### src/plsr_pkg.sv
// Notes on behaviour
// Error LED bit set drives that port's status LED solid; clear restores normal.
// Error LED bit is a visual prompt only; no data-path effect.
// Forced LED takes effect only in normal LED mode.
// Polarity flag follows detected reversed polarity; resets to one; writes ignored.
// Management trusts polarity flag only when auto correct enable is set.
// Link fail flag is one in link-fail state, zero when good; resets one.
// First port link flag reports twisted pair link even in attachment unit mode.
// Link detect disable forces link fail flag zero; disable resets zero.
// Jabber flag follows jabber condition; resets zero; writes ignored.
// Link change or jabber sets global irq flag; register read clears it.
package plsr_pkg;
    // ****************************************
    // Register map
    // ****************************************
    localparam logic [4:0] plsr_addr_global = 5'h08;
    localparam logic [4:0] plsr_addr_port0 = 5'h10;
    localparam int plsr_ports = 4;
    // ****************************************
    // Port register fields
    // ****************************************
    localparam int plsr_bit_link_off = 8;
    localparam int plsr_bit_err = 7;
    localparam int plsr_bit_pol = 2;
    localparam int plsr_bit_link = 1;
    localparam int plsr_bit_jab = 0;
    localparam logic [15:0] plsr_port_wmask = 16'hff80;
    localparam logic [15:0] plsr_port_reset = 16'h0806;
    // ****************************************
    // Global register fields
    // ****************************************
    localparam int plsr_bit_irq = 13;
    localparam int plsr_bit_autosw = 12;
    localparam int plsr_bit_port_mode = 11;
    localparam int plsr_bit_hb = 10;
    localparam int plsr_bit_polsw = 9;
    localparam int plsr_bit_led_ctl = 2;
    localparam int plsr_bit_imask = 1;
    localparam int plsr_bit_rx_gate = 0;
    localparam logic [15:0] plsr_glob_wmask = 16'h1fc7;
    localparam logic [15:0] plsr_glob_reset = 16'h1600;
endpackage : plsr_pkg

### src/plsr_port_if.sv
`timescale 1ns/1ps
interface plsr_port_if;
    logic wr;
    logic [15:0] wdata;
    logic [15:0] rdata;
    logic link_fail;
    logic polarity_bad;
    logic jabber;
    logic led_normal_mode;
    logic status_led;
    logic link_change;
    modport bank (input wr, input wdata, output rdata, input link_fail, input polarity_bad,
        input jabber, input led_normal_mode, output status_led, output link_change);
    modport top (output wr, output wdata, input rdata, output link_fail, output polarity_bad,
        output jabber, output led_normal_mode, input status_led, input link_change);
endinterface : plsr_port_if

### src/plsr_top.sv
`timescale 1ns/1ps
module plsr_top (
    // Clock and reset
    input wire logic mclk,
    input wire logic nrst,
    // Management register access
    input wire logic mgmt_wr,
    input wire logic mgmt_rd,
    input wire logic [4:0] mgmt_addr,
    input wire logic [15:0] mgmt_wdata,
    output logic [15:0] mgmt_rdata,
    // Port line status
    input wire logic [3:0] link_fail,
    input wire logic [3:0] polarity_bad,
    input wire logic [3:0] jabber,
    input wire logic led_normal_mode,
    // Outputs to LED and port logic
    output logic [3:0] status_led,
    output logic [3:0] link_detect_disable,
    output logic link_jabber_irq,
    output logic polarity_auto_correct_enable,
    output logic heartbeat_enable
);
    logic [15:0] glob;
    logic [15:0] next_glob;
    logic [15:0] rdq;
    logic [15:0] next_rdq;
    logic [3:0] ledq;
    logic [3:0] disq;
    logic [3:0] evt;
    logic [3:0] jab;
    logic [15:0] prd [plsr_pkg::plsr_ports];
    logic irq;
    logic next_irq;
    logic sel_glob;
    logic [3:0] sel_port;
    logic glob_wr;
    logic glob_rd;
    logic [3:0] port_wr;
    logic any_event;

    // ****************************************
    // Per-port banks
    // ****************************************
    for (genvar i = 0; i < plsr_pkg::plsr_ports; i++) begin : g_port
        plsr_port_if pif ();
        assign pif.wr = port_wr[i];
        assign pif.wdata = mgmt_wdata;
        assign pif.link_fail = link_fail[i];
        assign pif.polarity_bad = polarity_bad[i];
        assign pif.jabber = jabber[i];
        assign pif.led_normal_mode = led_normal_mode;
        assign prd[i] = pif.rdata;
        assign ledq[i] = pif.status_led;
        assign evt[i] = pif.link_change;
        assign jab[i] = pif.rdata[plsr_pkg::plsr_bit_jab];
        assign disq[i] = pif.rdata[plsr_pkg::plsr_bit_link_off];
        plsr_port_bank u_bank (
            .mclk(mclk),
            .nrst(nrst),
            .pif(pif)
        );
    end

    // ****************************************
    // Address decode
    // ****************************************
    // One decode feeds both strobes, so a write and a read never disagree on the target.
    always_comb begin
        sel_glob = (mgmt_addr == plsr_pkg::plsr_addr_global);
        sel_port = 4'h0;
        for (int k = 0; k < plsr_pkg::plsr_ports; k++) begin
            sel_port[k] = (mgmt_addr == plsr_pkg::plsr_addr_port0 + 5'(k));
        end
        glob_wr = mgmt_wr && sel_glob;
        glob_rd = mgmt_rd && sel_glob;
        port_wr = {4{mgmt_wr}} & sel_port;
    end

    // ****************************************
    // Event gathering
    // ****************************************
    // any port event
    assign any_event = (|evt) || (|jab);

    // ****************************************
    // Global control and mask register
    // ****************************************
    always_comb begin
        next_glob = glob;
        if (glob_wr) begin
            next_glob = (mgmt_wdata & plsr_pkg::plsr_glob_wmask)
                | (glob & ~plsr_pkg::plsr_glob_wmask);
        end
        // read clears, event wins
        if (glob_rd) begin
            next_glob[plsr_pkg::plsr_bit_irq] = 1'b0;
        end
        if (any_event) begin
            next_glob[plsr_pkg::plsr_bit_irq] = 1'b1;
        end
    end
    always_ff @(posedge mclk) begin
        if (!nrst) begin
            glob <= plsr_pkg::plsr_glob_reset;
        end else begin
            glob <= next_glob;
        end
    end

    // ****************************************
    // Interrupt pin
    // ****************************************
    // Mask bit high blocks the pin while the flag still records, so polling keeps working.
    always_comb begin
        next_irq = next_glob[plsr_pkg::plsr_bit_irq] & ~next_glob[plsr_pkg::plsr_bit_imask];
    end
    always_ff @(posedge mclk) begin
        if (!nrst) begin
            irq <= 1'b0;
        end else begin
            irq <= next_irq;
        end
    end

    // ****************************************
    // Read port
    // ****************************************
    // The answer is held until the next read, so a slow station may sample it late.
    always_comb begin
        next_rdq = rdq;
        if (mgmt_rd) begin
            next_rdq = 16'h0000;
            if (sel_glob) begin
                next_rdq = glob;
            end
            for (int k = 0; k < plsr_pkg::plsr_ports; k++) begin
                if (sel_port[k]) begin
                    next_rdq = prd[k];
                end
            end
        end
    end
    always_ff @(posedge mclk) begin
        if (!nrst) begin
            rdq <= 16'h0000;
        end else begin
            rdq <= next_rdq;
        end
    end

    // ****************************************
    // Outputs
    // ****************************************
    // Every output below is a register bit, so no decode glitch reaches a pin.
    assign mgmt_rdata = rdq;
    assign status_led = ledq;
    assign link_detect_disable = disq;
    assign link_jabber_irq = irq;
    assign polarity_auto_correct_enable = glob[plsr_pkg::plsr_bit_polsw];
    assign heartbeat_enable = glob[plsr_pkg::plsr_bit_hb];
endmodule : plsr_top

### src/plsr_port_bank.sv
`timescale 1ns/1ps
module plsr_port_bank (
    // Clock and reset
    input wire logic mclk,
    input wire logic nrst,
    // Bundle
    plsr_port_if.bank pif
);
    logic [15:0] ctrl;
    logic [15:0] next_ctrl;
    logic led;
    logic next_led;
    logic link_q;
    logic next_link_q;
    logic link_eff;

    // ****************************************
    // Control and flags
    // ****************************************
    // forced good link
    assign link_eff = pif.link_fail & ~ctrl[plsr_pkg::plsr_bit_link_off];
    always_comb begin
        next_ctrl = ctrl;
        if (pif.wr) begin
            next_ctrl = pif.wdata & plsr_pkg::plsr_port_wmask;
        end
        // polarity flag
        next_ctrl[plsr_pkg::plsr_bit_pol] = pif.polarity_bad;
        // link flag
        next_ctrl[plsr_pkg::plsr_bit_link] = link_eff;
        // jabber flag
        next_ctrl[plsr_pkg::plsr_bit_jab] = pif.jabber;
        next_link_q = link_eff;
        // forced LED; R2 no data-path use.
        next_led = ctrl[plsr_pkg::plsr_bit_err] & pif.led_normal_mode;
    end
    always_ff @(posedge mclk) begin
        if (!nrst) begin
            ctrl <= plsr_pkg::plsr_port_reset;
            link_q <= 1'b1;
            led <= 1'b0;
        end else begin
            ctrl <= next_ctrl;
            link_q <= next_link_q;
            led <= next_led;
        end
    end
    assign pif.rdata = ctrl;
    assign pif.status_led = led;
    assign pif.link_change = link_q ^ link_eff;
endmodule : plsr_port_bank

### config.mk
export PLATFORM = sky130hd
export DESIGN_NAME = plsr_top
export DESIGN_NICKNAME = d
export VERILOG_FILES = /design/src/plsr_pkg.sv /design/src/plsr_port_if.sv /design/src/plsr_top.sv /design/src/plsr_port_bank.sv
export SDC_FILE = /design/constraint.sdc
export NUM_CORES = 1
export LEC_CHECK = 0
export ABC_AREA = 1
export BUFFER_PORTS_ARGS = -buffer_cell sky130_fd_sc_hd__buf_2
export CORE_UTILIZATION = 56
export CTS_CLUSTER_DIAMETER = 50
export DETAILED_ROUTE_END_ITERATION = 6
export PLACE_DENSITY = 0.9
export SYNTH_ARGS = -nofsm -noshare
export SYNTH_HDL_FRONTEND = slang
export SYNTH_HIERARCHICAL = 1
export SYNTH_SLANG_ARGS = --single-unit
### constraint.sdc
create_clock -name mclk -period 2 [get_ports mclk]
set_input_delay 0.5 -clock mclk [delete_from_list [all_inputs] [get_ports mclk]]
set_output_delay 0.5 -clock mclk [all_outputs]
set_load 0.01 [all_outputs]
==> impl_metrics.ini <==
[status]
status = completed

[clock_tree]
cts_sinks = 80
htreeDepth = 3
clk_latency_ns = 0.36
clk_pin_slew_worst_paths_ns = 0.08
cts-buffers-inserted = 9
cts_root_buf = clkbuf_8
cts_buffer_depth = 2
cts_resized = 0
cts_tree = yes
hold_buffers = 0
postCtsSetupBuffers = 0

[cells_and_area]
final_cell_mix = nand2_1 (175), nor2_1 (144), dfxtp_1 (80)
fillers = 628
area_growth_pct = 9.31
final_common_cell = nand2_1
nets = 699
multiInputGateArea_um2 = 1750
insertedDiodeCount = 0
regArea_um2 = 1600
drive_gt1_share_pct = 15.7

[worst_setup_path]
worstSetupEndpointType = flop
crit_required_ns = 2.31
start_kind = input pin
crit_type = in2reg
path_max_fanout = 15
crit_arrival_ns = 1.79

[yosys]
syn_avg_cell_area_um2 = 6.52
ys.flop_type = dfxtp_1
ys_seq_area_share_pct = 40.0
ys_warn_count = 6
synthCells = 614
ys_types = 27
synth_area_um2 = 4000
synth-async-reset-ratio_pct = 0
synth_seq_cells = 80
synth-edff-count = 0

[drt]
viasPerCell = 4.92
routed_wl_mm = 8.96
vias = 3741
drtPass1Iterations = 7
drt-initial-drc-count = 204
avgRoutedWirePerCell_um = 11.8
postRouteAntennaNets = 0
drc = 0

[floorplanning]
core_um2 = 6830
die_area_um2 = 7490
pin_count = 65
fp-row-count = 30
initial_core_util_pct = 58.6
die_h_um = 86.6
die_w_um = 86.6

[place]
dpl.hpwl_mm = 6.41
pre_cts_ws_ns = 0.184
gp_congestion = 0.810
io_buffer_count = 61

[timing]
worst_slew_pin_slew_ns = 0.518
finalHoldViolCount = 0
hold_slack_ns = 0.328
finalMaxSlewViolations = 0
setup_viol = 0
post-route-period-util_pct = 74.2
tns_ns = 0
layout_setup_ws_ns = 0.515
period_minus_slack_ns = 1.48
skew_ns = 0.00742
max-slew-margin-rel_pct = 65.4
fmax_ghz = 0.674
rsz0062_at_grt = no

[global_route]
antenna_found_initial = 0
grt_max_degree = 43
grt_pass1_wl_mm = 15.0
grt.total_usage_pct = 26.0
grt_pass1_vias = 3522
grt_overflow = 0

[power]
powerDensity_nw_per_um2 = 704
power_leakage_nw = 2.30
ir_drop_v = 0.000418

[job]
max_cap_violations = 0

[min_path]
hold_class = in2reg
## cells in the mapped netlist (2+ instances only)
cell	n	area share, %
buf_6	5	1.4
clkbuf_1	7	0.66
buf_4	25	4.7
nand4_1	35	5.5
buf_12	4	2.0
buf_2	9	1.1
o21ai_0	12	1.5
inv_1	79	7.4
dfxtp_1	80	40
or2_2	4	0.62
conb_1	4	0.37
nand2_1	175	16
inv_2	2	0.19
buf_1	2	0.19
nor2_1	144	14
nand3_1	12	1.5
nor2_2	2	0.31
nand3b_1	4	0.75
## through the flow
stage / std cells / instance area (um^2) / utilization [%] / total power, mW
floorplan: 626 / 4050 / - / 1.91
global placement: 746 / 4200 / 61.5 / 1.99
detailed placement: 746 / 4200 / 61.5 / 2.01
CTS: 760 / 4380 / 64.1 / 3.10
global route: 760 / 4380 / 64.1 / 3.21
finish: 760 / 4380 / 64.1 / 3.08
## worst max-delay path: stages
cell and delay (ns):
buf_2 0.21, inv_2 0.22, nand3_2 0.12, nor2_2 0.27
inv_2 0.18, o21ai_2 0.15, and2_1 0.13
## state kept, by name, summed over array words and instances (netlist names)
name                          flops
g_port.u_bank/pif.status_led      4
link_jabber_irq                   1
glob                             11
g_port.u_bank/pif.rdata          48
mgmt_rdata                       16
## worst paths after layout
check | startpoint | endpoint | slack (ns) | cells after the start
setup / recovery | mgmt_addr[4] | link_jabber_irq | 0.52 | 7
hold / removal | jabber[0] | g_port[0].u_bank/pif.rdata[0] | 0.33 | 3
setup reg to reg | g_port[1].u_bank/pif.rdata[8] | link_jabber_irq | 0.67 | 11
hold reg to reg | g_port[1].u_bank/pif.rdata[7] | g_port[1].u_bank/pif.status_led | 0.45 | 2
## per-layer routing
layer / global-route usage, % / vias up / wire length (um)
met5: 0 / - / 0
met4: 13.3 / 0 / 332
met3: 7.90 / 30 / 465
met2: 47.2 / 104 / 4500
met1: 27.0 / 1709 / 3660
li1: - / 1898 / -
## report_power, final
group	internal [mW]	total, mW	switching [mW]
logic	0.115	0.313	0.199
registers	1.64	1.66	0.0225
clock network	0.554	1.11	0.553
## area by class of cell
| type | count | share of cell area (%) |
|---|---|---|
| sequential | 80 | 36.6 |
| inverter | 81 | 6.95 |
| timing repair buffer | 76 | 9.83 |
| tap | 96 | 2.74 |
| clock inverter | 5 | 1.14 |
| multi-input combinational | 413 | 39.9 |
| clock buffer | 9 | 2.83 |
## kinds of logic (layout without fill, tap and decap cells)
logic type             count (synthesis)  in the layout  synth area share [%]
AND/OR/NAND/NOR                      384            384                  40.3
buffers and inverters                133            171                  17.7
flip-flops                            80             80                  40.0
AO/OA/AOI/OAI                         13             13                  1.72
other                                  4             16                 0.375
No activity file was read; power rests on OpenSTA's default activity.
